<file path="src/alsr_consts.svh">
// Purpose: shared constants for the analog lane setting reconfiguration block
// Assumes: four channels, 10 MHz controller clock
// Notes: offsets are byte addresses on the register bus
`ifndef ALSR_CONSTS_SVH
`define ALSR_CONSTS_SVH

// channel count and index width
`define ALSR_NCH 4
`define ALSR_IDX_W 2
// analog control field widths (fixed, not per channel)
`define ALSR_SWING_W 3
`define ALSR_PREEMP_W 5
`define ALSR_DCG_W 2
`define ALSR_EQ_W 4
// packed setting word layout
`define ALSR_SET_W 14
`define ALSR_SWING_LSB 11
`define ALSR_PREEMP_LSB 6
`define ALSR_DCG_LSB 4
`define ALSR_EQ_LSB 0
`define ALSR_SET_RST 14'h0000
// direction select codes
`define ALSR_DIR_RX 2'h1
`define ALSR_DIR_TX 2'h2
// timing counts: offset window and tick divider in controller clock cycles, transfer length in divider steps
`define ALSR_OC_LAST 5'h0F
`define ALSR_TICK_DIV 3'h4
`define ALSR_XFER_LAST 3'h3
// register offsets
`define ALSR_OFF_CTRL 8'h00
`define ALSR_OFF_STATUS 8'h04
`define ALSR_OFF_WRCNT 8'h08
`define ALSR_OFF_RDCNT 8'h0C
`define ALSR_CTRL_RST 1'h1
// bus responses
`define ALSR_RESP_OKAY 2'h0
`define ALSR_RESP_SLVERR 2'h2

`endif

</file>
<file path="src/alsr_pkg.sv">
// Purpose: types for the analog lane setting reconfiguration block
// Assumes: nothing beyond the constants header
// Notes: state codes are written out
package alsr_pkg;
  // controller sequencing states
  typedef enum logic [2:0] {
    ST_POR = 3'h0,
    ST_OFFSET = 3'h1,
    ST_IDLE = 3'h2,
    ST_WR = 3'h3,
    ST_RD = 3'h4
  } alsr_state_t;
endpackage

</file>
<file path="src/alsr_tick_div.sv">
// Purpose: step enable divider for channel transfers
// Assumes: single clock
// Notes: clear restarts the phase so every transfer has the same length
`timescale 1ns/1ps
`include "alsr_consts.svh"
module alsr_tick_div (
  // clock and reset
  input wire logic i_sys_clk,
  input wire logic i_rst_n,
  // control
  input wire logic i_clr,
  // one-cycle enable
  output logic o_tick
);
  logic [2:0] cnt_q; // phase counter

  // count up, pulse on wrap
  always_ff @(posedge i_sys_clk or negedge i_rst_n) begin
    if (!i_rst_n) begin
      cnt_q <= 3'h0;
      o_tick <= 1'b0;
    end else if (i_clr) begin
      cnt_q <= 3'h0;
      o_tick <= 1'b0;
    end else if (cnt_q == `ALSR_TICK_DIV - 3'h1) begin
      cnt_q <= 3'h0;
      o_tick <= 1'b1;
    end else begin
      cnt_q <= cnt_q + 3'h1;
      o_tick <= 1'b0;
    end
  end
endmodule // alsr_tick_div

</file>
<file path="src/alsr_set_mem.sv">
// Purpose: per-channel analog setting store
// Assumes: one read and one write port on the same address
// Notes: read data is registered, one cycle behind the address
`timescale 1ns/1ps
`include "alsr_consts.svh"
module alsr_set_mem (
  // clock and reset
  input wire logic i_sys_clk,
  input wire logic i_rst_n,
  // access
  input wire logic i_we,
  input wire logic [`ALSR_IDX_W-1:0] i_addr,
  input wire logic [`ALSR_SET_W-1:0] i_wdata,
  output logic [`ALSR_SET_W-1:0] o_rdata
);
  logic [`ALSR_SET_W-1:0] mem_q [`ALSR_NCH]; // one word per channel

  // each entry is a resettable register so reset clears all settings
  for (genvar g = 0; g < `ALSR_NCH; g++) begin : g_ent
    always_ff @(posedge i_sys_clk or negedge i_rst_n) begin
      if (!i_rst_n) begin
        mem_q[g] <= `ALSR_SET_RST;
      end else if (i_we && (i_addr == `ALSR_IDX_W'(g))) begin
        mem_q[g] <= i_wdata;
      end
    end
  end

  // registered read
  always_ff @(posedge i_sys_clk or negedge i_rst_n) begin
    if (!i_rst_n) begin
      o_rdata <= `ALSR_SET_RST;
    end else begin
      o_rdata <= mem_q[i_addr];
    end
  end
endmodule // alsr_set_mem

</file>
<file path="src/alsr_reconfig.sv">
// Purpose: channel-addressed analog setting write/read controller
// Assumes: fabric requester synchronous to i_sys_clk, AXI4-Lite register access
// Notes: the touched channel only is modified; other channels keep running
`timescale 1ns/1ps
`include "alsr_consts.svh"

// Operation
// swing ports 3 bits, pre-emphasis 5 bits
// dc gain 2 bits, equalization 4 bits
// channel addressing needs multiple channels
// select 2'b10 touches transmit controls only
// select chooses receive, transmit, or both
// requester holds values, index, select stable
// requester sets index and select before read
// requester checks busy low before starting
// one-cycle write or read strobe starts
// busy high during write, low after
// busy high during read, low after
// valid flags read-back outputs after read
// requester never overlaps write and read
// four channels give a 2-bit index
// other channels keep running during reconfiguration
// controls: pre-emphasis, equalization, dc gain, swing
// no self-test, direction or bonding switching
// reset clears every controller register; ctrl_en_q resets to 1 and the AXI ready flags to 1
// busy low one cycle, then offset cancellation
// strobes during busy are ignored
module alsr_reconfig (
  // clock and reset
  input wire logic i_sys_clk,
  input wire logic i_rst_n,
  // fabric request
  input wire logic i_wr_stb,
  input wire logic i_rd_stb,
  input wire logic [`ALSR_IDX_W-1:0] i_chan_idx,
  input wire logic [1:0] i_dir_sel,
  input wire logic [`ALSR_SWING_W-1:0] i_output_swing,
  input wire logic [`ALSR_PREEMP_W-1:0] i_preemp,
  input wire logic [`ALSR_DCG_W-1:0] i_dc_gain,
  input wire logic [`ALSR_EQ_W-1:0] i_rx_eq,
  // fabric answer
  output logic o_busy,
  output logic o_data_valid,
  output logic [`ALSR_SWING_W-1:0] o_output_swing,
  output logic [`ALSR_PREEMP_W-1:0] o_preemp,
  output logic [`ALSR_DCG_W-1:0] o_dc_gain,
  output logic [`ALSR_EQ_W-1:0] o_rx_eq,
  // axi write channels
  input wire logic [7:0] i_awaddr,
  input wire logic i_awvalid,
  output logic o_awready,
  input wire logic [31:0] i_wdata,
  input wire logic [3:0] i_wstrb,
  input wire logic i_wvalid,
  output logic o_wready,
  output logic [1:0] o_bresp,
  output logic o_bvalid,
  input wire logic i_bready,
  // axi read channels
  input wire logic [7:0] i_araddr,
  input wire logic i_arvalid,
  output logic o_arready,
  output logic [31:0] o_rdata,
  output logic [1:0] o_rresp,
  output logic o_rvalid,
  input wire logic i_rready
);
  import alsr_pkg::*;

  alsr_state_t state_q; // sequencer state
  logic [4:0] oc_cnt_q; // offset cancellation cycle count
  logic [2:0] xfer_cnt_q; // transfer step count
  logic tick; // step enable from divider
  logic last_step; // final step of a transfer
  logic [`ALSR_IDX_W-1:0] chan_q; // latched channel index
  logic [1:0] dir_q; // latched direction select
  logic [`ALSR_SET_W-1:0] new_q; // latched write values
  logic [`ALSR_SET_W-1:0] old_set; // stored word of the channel
  logic [`ALSR_SET_W-1:0] merged; // word to store on a write
  logic tx_on; // transfer touches transmit controls
  logic rx_on; // transfer touches receive controls
  logic mem_we; // store strobe
  logic start_ok; // a single clean strobe may start
  logic ctrl_en_q; // software gate on fabric strobes
  logic oc_done_q; // power-up cancellation finished
  logic [15:0] wr_cnt_q; // completed writes
  logic [15:0] rd_cnt_q; // completed reads
  logic [7:0] awaddr_q; // held write address
  logic [31:0] wdata_q; // held write data
  logic [3:0] wstrb_q; // held write strobes
  logic [31:0] rd_mux; // read data select
  logic [4:0] xfer_age_q; // check helper: cycles into the running transfer

  // field masks follow the select; 2'b10 leaves receive fields alone
  assign tx_on = (dir_q != `ALSR_DIR_RX); // see R04
  assign rx_on = (dir_q != `ALSR_DIR_TX); // see R04
  assign last_step = tick && (xfer_cnt_q == `ALSR_XFER_LAST);
  assign mem_we = (state_q == ST_WR) && last_step;
  // both strobes at once is a requester fault, so neither is taken
  assign start_ok = ctrl_en_q && (i_wr_stb ^ i_rd_stb); // see R09

  // read-modify-write keeps untouched fields of the addressed channel
  always_comb begin
    merged = old_set;
    if (tx_on) begin
      merged[`ALSR_SWING_LSB +: `ALSR_SWING_W] = new_q[`ALSR_SWING_LSB +: `ALSR_SWING_W];
      merged[`ALSR_PREEMP_LSB +: `ALSR_PREEMP_W] = new_q[`ALSR_PREEMP_LSB +: `ALSR_PREEMP_W];
    end
    if (rx_on) begin
      merged[`ALSR_DCG_LSB +: `ALSR_DCG_W] = new_q[`ALSR_DCG_LSB +: `ALSR_DCG_W];
      merged[`ALSR_EQ_LSB +: `ALSR_EQ_W] = new_q[`ALSR_EQ_LSB +: `ALSR_EQ_W];
    end
  end

  // settings of four channels; only one word changes per write
  alsr_set_mem u_mem (
    .i_sys_clk(i_sys_clk),
    .i_rst_n(i_rst_n),
    .i_we(mem_we), // see R15
    .i_addr(chan_q),
    .i_wdata(merged),
    .o_rdata(old_set)
  );

  // step pacing; held clear outside transfers so every one has equal length
  alsr_tick_div u_div (
    .i_sys_clk(i_sys_clk),
    .i_rst_n(i_rst_n),
    .i_clr((state_q != ST_WR) && (state_q != ST_RD)),
    .o_tick(tick)
  );

  // sequencer: power-up cancellation, then single transfers
  always_ff @(posedge i_sys_clk or negedge i_rst_n) begin
    if (!i_rst_n) begin
      state_q <= ST_POR;
      o_busy <= 1'b0;
      oc_cnt_q <= 5'h00;
      oc_done_q <= 1'b0;
      xfer_cnt_q <= 3'h0;
    end else begin
      case (state_q)
        // first cycle after reset: busy stays low
        ST_POR: begin
          state_q <= ST_OFFSET;
          o_busy <= 1'b1;
        end
        // fixed-length cancellation window
        ST_OFFSET: begin
          oc_cnt_q <= oc_cnt_q + 5'h01;
          if (oc_cnt_q == `ALSR_OC_LAST) begin
            state_q <= ST_IDLE;
            o_busy <= 1'b0;
            oc_done_q <= 1'b1;
          end
        end
        // strobes only count here, so anything during busy is dropped
        ST_IDLE: begin
          xfer_cnt_q <= 3'h0;
          if (start_ok) begin
            state_q <= i_wr_stb ? ST_WR : ST_RD; // see R17
            o_busy <= 1'b1; // see R10
          end
        end
        // write or read runs a fixed number of steps
        ST_WR, ST_RD: begin
          if (tick) begin
            xfer_cnt_q <= xfer_cnt_q + 3'h1;
          end
          if (last_step) begin
            state_q <= ST_IDLE;
            o_busy <= 1'b0; // see R10
          end
        end
        default: begin
          state_q <= ST_IDLE;
          o_busy <= 1'b0;
        end
      endcase
    end
  end

  // request capture; latching tolerates a requester that lets go early
  always_ff @(posedge i_sys_clk or negedge i_rst_n) begin
    if (!i_rst_n) begin
      chan_q <= '0;
      dir_q <= 2'h0;
      new_q <= `ALSR_SET_RST;
    end else if (state_q == ST_IDLE && start_ok) begin
      chan_q <= i_chan_idx; // see R03, see R06, see R07
      dir_q <= i_dir_sel;
      new_q <= {i_output_swing, i_preemp, i_dc_gain, i_rx_eq}; // see R01
    end
  end

  // read-back ports: only the selected portion is refreshed
  always_ff @(posedge i_sys_clk or negedge i_rst_n) begin
    if (!i_rst_n) begin
      o_data_valid <= 1'b0;
      o_output_swing <= '0;
      o_preemp <= '0;
      o_dc_gain <= '0;
      o_rx_eq <= '0;
    end else begin
      o_data_valid <= (state_q == ST_RD) && last_step;
      if ((state_q == ST_RD) && last_step) begin
        if (tx_on) begin
          o_output_swing <= old_set[`ALSR_SWING_LSB +: `ALSR_SWING_W];
          o_preemp <= old_set[`ALSR_PREEMP_LSB +: `ALSR_PREEMP_W];
        end
        if (rx_on) begin
          o_dc_gain <= old_set[`ALSR_DCG_LSB +: `ALSR_DCG_W];
          o_rx_eq <= old_set[`ALSR_EQ_LSB +: `ALSR_EQ_W];
        end
      end
    end
  end

  // completed transfer counters, readable by software
  always_ff @(posedge i_sys_clk or negedge i_rst_n) begin
    if (!i_rst_n) begin
      wr_cnt_q <= 16'h0000;
      rd_cnt_q <= 16'h0000;
    end else if (last_step) begin
      if (state_q == ST_WR) begin
        wr_cnt_q <= wr_cnt_q + 16'h0001;
      end else begin
        rd_cnt_q <= rd_cnt_q + 16'h0001;
      end
    end
  end

  // axi write: address and data taken in either order, answer after both
  always_ff @(posedge i_sys_clk or negedge i_rst_n) begin
    if (!i_rst_n) begin
      o_awready <= 1'b1;
      o_wready <= 1'b1;
      o_bvalid <= 1'b0;
      o_bresp <= `ALSR_RESP_OKAY;
      awaddr_q <= 8'h00;
      wdata_q <= 32'h0000_0000;
      wstrb_q <= 4'h0;
      ctrl_en_q <= `ALSR_CTRL_RST;
    end else begin
      if (o_awready && i_awvalid) begin
        o_awready <= 1'b0;
        awaddr_q <= i_awaddr;
      end
      if (o_wready && i_wvalid) begin
        o_wready <= 1'b0;
        wdata_q <= i_wdata;
        wstrb_q <= i_wstrb;
      end
      // both halves held and no answer pending: commit
      if (!o_awready && !o_wready && !o_bvalid) begin
        o_bvalid <= 1'b1;
        case (awaddr_q)
          `ALSR_OFF_CTRL: begin
            o_bresp <= `ALSR_RESP_OKAY;
            if (wstrb_q[0]) begin
              ctrl_en_q <= wdata_q[0];
            end
          end
          // status and counters ignore writes
          `ALSR_OFF_STATUS, `ALSR_OFF_WRCNT, `ALSR_OFF_RDCNT: begin
            o_bresp <= `ALSR_RESP_OKAY;
          end
          default: begin
            o_bresp <= `ALSR_RESP_SLVERR;
          end
        endcase
      end
      if (o_bvalid && i_bready) begin
        o_bvalid <= 1'b0;
        o_awready <= 1'b1;
        o_wready <= 1'b1;
      end
    end
  end

  // read data select; unmapped reads return zero
  always_comb begin
    case (i_araddr)
      `ALSR_OFF_CTRL: rd_mux = {31'h0, ctrl_en_q};
      `ALSR_OFF_STATUS: rd_mux = {25'h0, state_q, 2'h0, oc_done_q, o_busy};
      `ALSR_OFF_WRCNT: rd_mux = {16'h0, wr_cnt_q};
      `ALSR_OFF_RDCNT: rd_mux = {16'h0, rd_cnt_q};
      default: rd_mux = 32'h0000_0000;
    endcase
  end

  // axi read: answer one cycle after the address is taken
  always_ff @(posedge i_sys_clk or negedge i_rst_n) begin
    if (!i_rst_n) begin
      o_arready <= 1'b1;
      o_rvalid <= 1'b0;
      o_rdata <= 32'h0000_0000;
      o_rresp <= `ALSR_RESP_OKAY;
    end else if (o_arready && i_arvalid) begin
      o_arready <= 1'b0;
      o_rvalid <= 1'b1;
      o_rdata <= rd_mux;
      o_rresp <= (i_araddr[7:4] == 4'h0 && i_araddr[1:0] == 2'h0) ?
                 `ALSR_RESP_OKAY : `ALSR_RESP_SLVERR;
    end else if (o_rvalid && i_rready) begin
      o_rvalid <= 1'b0;
      o_arready <= 1'b1;
    end
  end

  // check helper: transfer age, so long busy windows need no long repetition
  always_ff @(posedge i_sys_clk or negedge i_rst_n) begin
    if (!i_rst_n) begin
      xfer_age_q <= 5'h00;
    end else if (state_q == ST_WR || state_q == ST_RD) begin
      xfer_age_q <= xfer_age_q + 5'h01;
    end else begin
      xfer_age_q <= 5'h00;
    end
  end

  // checks and coverage
  a_por_busy: assert property (@(posedge i_sys_clk) disable iff (!i_rst_n)
    (state_q == ST_POR) |-> !o_busy ##1 o_busy)
    else $error("busy not low then high after reset");
  a_oc_end: assert property (@(posedge i_sys_clk) disable iff (!i_rst_n)
    (state_q == ST_OFFSET && oc_cnt_q == `ALSR_OC_LAST) |=> !o_busy && oc_done_q)
    else $error("offset window did not end on count");
  a_wr_busy: assert property (@(posedge i_sys_clk) disable iff (!i_rst_n)
    (state_q == ST_IDLE && start_ok && i_wr_stb) |=> o_busy ##16 o_busy ##1 !o_busy)
    else $error("write busy window wrong");
  a_rd_busy: assert property (@(posedge i_sys_clk) disable iff (!i_rst_n)
    (state_q == ST_IDLE && start_ok && i_rd_stb) |=> o_busy ##16 o_busy ##1 !o_busy)
    else $error("read busy window wrong");
  a_xfer_hold: assert property (@(posedge i_sys_clk) disable iff (!i_rst_n) // see R10
    (state_q == ST_WR || state_q == ST_RD) |-> o_busy && (xfer_age_q <= 5'h10))
    else $error("busy dropped or transfer overran");
  a_rd_valid: assert property (@(posedge i_sys_clk) disable iff (!i_rst_n)
    ((state_q == ST_RD) && last_step) |=> o_data_valid && !o_busy ##1 !o_data_valid)
    else $error("read valid not flagged once");
  a_busy_ignore: assert property (@(posedge i_sys_clk) disable iff (!i_rst_n)
    ((state_q == ST_WR || state_q == ST_RD) && !last_step && (i_wr_stb || i_rd_stb))
    |=> (state_q == $past(state_q)))
    else $error("strobe during busy took effect");
  a_tx_only_wr: assert property (@(posedge i_sys_clk) disable iff (!i_rst_n)
    (mem_we && dir_q == `ALSR_DIR_TX) |-> merged[5:0] == old_set[5:0])
    else $error("transmit-only write touched receive fields");
  a_tx_only_rd: assert property (@(posedge i_sys_clk) disable iff (!i_rst_n)
    ((state_q == ST_RD) && last_step && dir_q == `ALSR_DIR_TX) |=> $stable(o_rx_eq)
    && $stable(o_dc_gain))
    else $error("transmit-only read changed receive outputs");
  a_axi_bhold: assert property (@(posedge i_sys_clk) disable iff (!i_rst_n)
    (o_bvalid && !i_bready) |=> o_bvalid && $stable(o_bresp))
    else $error("write response dropped before taken");
  c_write: cover property (@(posedge i_sys_clk) disable iff (!i_rst_n) mem_we);
  c_read: cover property (@(posedge i_sys_clk) disable iff (!i_rst_n) o_data_valid);
  c_tx_only: cover property (@(posedge i_sys_clk) disable iff (!i_rst_n)
    mem_we && dir_q == `ALSR_DIR_TX);
  c_axi_wr: cover property (@(posedge i_sys_clk) disable iff (!i_rst_n)
    o_bvalid && i_bready);
endmodule // alsr_reconfig

</file>
<file path="config.mk">
export PLATFORM = sky130hd
export DESIGN_NAME = alsr_reconfig
export DESIGN_NICKNAME = d
export VERILOG_FILES = /design/src/alsr_pkg.sv /design/src/alsr_tick_div.sv /design/src/alsr_set_mem.sv /design/src/alsr_reconfig.sv
export VERILOG_INCLUDE_DIRS = /design/src
export SDC_FILE = /design/constraint.sdc
export NUM_CORES = 1
export LEC_CHECK = 0
export BUFFER_PORTS_ARGS = -buffer_cell sky130_fd_sc_hd__buf_4
export CAP_MARGIN = 20
export CORE_MARGIN = 5
export CORE_UTILIZATION = 50
export DETAILED_ROUTE_END_ITERATION = 7
export PLACE_DENSITY_LB_ADDON = 0.25
export SYNTH_ARGS = -nofsm -noshare
export SYNTH_HDL_FRONTEND = slang
export SYNTH_SLANG_ARGS = --single-unit
</file>
<file path="constraint.sdc">
create_clock -name i_sys_clk -period 2.75 [get_ports i_sys_clk]
set_input_delay 0.6875 -clock i_sys_clk [delete_from_list [all_inputs] [get_ports i_sys_clk]]
set_output_delay 0.6875 -clock i_sys_clk [all_outputs]
set_load 0.02 [all_outputs]
</file>
==> summary.md <==
| Metric | Value |
|---|---|
| Post-Route WL | 16.53 mm |
| Num CTS Buffers | 17 |
| Cts repair resizes | 0 |
| Sequential area share after synthesis | 0.5735 |
| Clock sinks | 186 |
| P_leak | 4.513 nW |
| Synth top area share | 0.5605 |
| Antenna Nets Post-Route | 0 |
| Slew margin rel. | 0.4428 |
| Cell with the most instances after synthesis | dfrtp_1 |
| GR Overflow Total | 0 |
| Root Buffer | clkbuf_16 |
| DRT Pass-1 Iters | 4 |
| Fin Clk Skew | 0.009407 ns |
| Hold Buf Count CTS | 0 |
| DRC | 0 |
| Worst endpoint data arrival time | 2.59 ns |
| Ports | 136 |
| Die area | 18900 um2 |
| ANT cells | 0 |
| Reg clk slew, reported paths | 0.06 ns |
| Launch point of the worst reg-to-reg path | xfer_cnt_q[0]$_DFFE_PN0P_ |
| DR vias/cell | 5.373 |
| Post-CTS setup buffers | 0 |
| Wirelength per Cell | 16.79 um |
| Int Power | 5.184 mW |
| Gate power share | 0.174 |
| Core Region | 15890 um2 |
| Synth Area per Inst | 12.09 um2 |
| Initial antenna violation count | 0 |
| Kind of end point of the critical path | flop |
| Clock Power Share | 0.337 |
| Cells on worst reg2reg path | 6 |
| Sw Pwr | 1.927 mW |
| Yosys cell types | 57 |
| Largest net degree at the start of global routing | 77 |
| HPWL after DPL | 11.40 mm |
| Flop2flop setup slack | 0.47 ns |
| Crit-path max FO | 8 |
| GP Congestion | 0.7715 |
| H-tree depth | 4 |
| Mapped Area | 8125 um2 |
| Max layer used | met4 |
| # setup viols final | 0 |
| Die Ht | 137.5 um |
| Tcrit/Tclk final | 0.8290 |
| Wire length of the first global-routing pass | 27.26 mm |
| Clock Latency Late Sink | 0.43 ns |
| Outcome | finished clean |
| Synth Instances | 672 |
| WL met3 | 827 um |
| Die Span X | 137.5 um |
| Reg power frac | 0.489 |
| CTS tree | built |
| # port buffers | 83 |
| Nets | 842 |
| Layout cells sized above 1 | 0.2705 |
| Met2 WL | 8.590 mm |
| Peak Freq | 438.6 MHz |
| Number of synthesized flops with an enable pin | 0 |
| Layout area overhead | 17.26% |
| Post-synthesis register bit count | 186 |
| Synthesis Warnings | 0 |
| Vias in the first global route | 5475 |
| Crit path from | xfer_cnt_q[0]$_DFFE_PN0P_ |
| Startpoint types | flop |
| Setup CP Type | reg2reg |
| Cell accounting for the most synthesized area | dfrtp_1 |
| Setup TNS | 0 ns |
| GR Util All Layers | 0.1869 |
| Worst vdd ir | 0.4653 mV |
| R2R Path End | o_dc_gain[1]$_DFFE_PN0P_ |
| Least-Margin Pin Slew | 0.8338 ns |
| Initial Util | 0.5115 |
| Top post-synthesis cells by area | dfrtp_1 56%, mux2_2 6.9%, mux4_2 4.2% |
| Max clock buf depth | 2 |
| Worst min path class | in2async |
| Unrepaired setup endpoints after global routing | false |
| Switching Fraction | 0.2710 |
| Asr flop ratio synth | 1.000 |
| Power per standard cell area | 746.3 nW/um2 |
| Met1 wire length | 6.845 mm |
| Initial DRC Count | 325 |
| DR vias | 5292 |
| Fin. max-slew vios | 0 |
| Final Hold Fails | 0 |
| Main synth FF type | dfrtp_1 |
| Synth top cells by count | 182 x dfrtp_1, 71 x nand2_1, 50 x mux2_2 |
| Total power | 7.110 mW |
| Max_cap viols | 0 |
| Final min period | 2.280 ns |
| Site row count | 46 |
| WP data required | 3.06 ns |
[layer usage]
layer	GRT usage	vias to the layer above
li1	-	2502
met1	0.2375	2650
met2	0.3170	120
met3	0.04273	20
met4	0.06208	0
met5	0	-
[sequential cells by signal, summed over array words and instances (netlist names), 2 cells and up]
register and cells:
awaddr_q 8, chan_q 2, dir_q 2, new_q 14
o_dc_gain 2, o_output_swing 3, o_preemp 5, o_rdata 16
o_rx_eq 4, oc_cnt_q 5, rd_cnt_q 16, state_q 3
u_div.cnt_q 3, u_mem.mem_q 56, u_mem.o_rdata 14, wr_cnt_q 16
xfer_cnt_q 3
[worst max-delay path: stages (launching register included)]
cell and delay (ns):
dfrtp_1 0.37, ha_1 0.17, ha_1 0.27, and2_1 0.39
nand2_1 0.21, nor2_2 0.37, mux2_2 0.38
[worst max path at each step]
stage,end,slack [ns],depth (start not counted)
after floorplan,o_rdata[10]$_DFFE_PN0P_,0.83,5
after global routing,o_dc_gain[1]$_DFFE_PN0P_,0.29,6
after detailed placement,chan_q[0]$_DFFE_PN0P_,0.28,4
final,o_dc_gain[1]$_DFFE_PN0P_,0.47,6
after CTS,o_dc_gain[1]$_DFFE_PN0P_,0.47,6
after global placement,chan_q[1]$_DFFE_PN0P_,0.36,4
[kinds of logic after synthesis]
family	share of synthesized area
mux	0.1441
other cells	0.0004615
flops	0.5735
compound gates	0.07145
buf+inv	0.03958
simple gates	0.1235
xor+xnor	0.03665
fa+ha+maj	0.01078
[power by group through the flow]
| stage | clock, mW | combinational, mW | sequential [mW] |
|---|---|---|---|
| 2_1_floorplan | 0 | 0.887 | 3.45 |
| 3_3_place_gp | 0 | 1.18 | 3.49 |
| 3_5_place_dp | 0 | 1.25 | 3.52 |
| 4_1_cts | 2.44 | 1.26 | 3.48 |
| 5_1_grt | 2.56 | 1.38 | 3.54 |
| 6_report | 2.39 | 1.24 | 3.48 |
[cells in the final DEF (no fill, tap or decap), drive strengths merged, types with 15 or more instances in the layout]
master / Yosys / layout
xnor2: 20 / 20
nand2: 71 / 71
nor2: 48 / 48
buf: 35 / 96
mux2i: 27 / 27
conb: 1 / 18
dfrtp: 182 / 182
mux2: 50 / 50
a21oi: 32 / 32
clkbuf: 13 / 25
mux4: 15 / 15
o21ai: 38 / 38
[area by class of cell]
class / count / area (um2)
Fill cell: 1288 / 6357
Timing Repair Buffer: 96 / 762.0
Clock inverter: 7 / 93.84
Tap cell: 216 / 270.3
Multi-Input combinational cell: 442 / 3208
Inverter: 13 / 48.80
Clock buffer: 25 / 485.5
Sequential cell: 186 / 4659
[metrics by stage]
stage / cell area (um2) / hold WS [ns] / utilization / worst slack [ns] / std cells
finish: 9528 / 0.3021 / 0.5998 / 0.4702 / 985
global route: 9528 / 0.3435 / 0.5998 / 0.2905 / 985
CTS: 9528 / 0.3209 / 0.5998 / 0.4689 / 985
detailed placement: 8949 / 0.4333 / 0.5633 / 0.2844 / 953
global placement: 8949 / 0.4193 / 0.5633 / 0.3630 / 953
floorplan: 8189 / 0.3919 / - / 0.8267 / 689
Power figures use the tool's default switching activity.
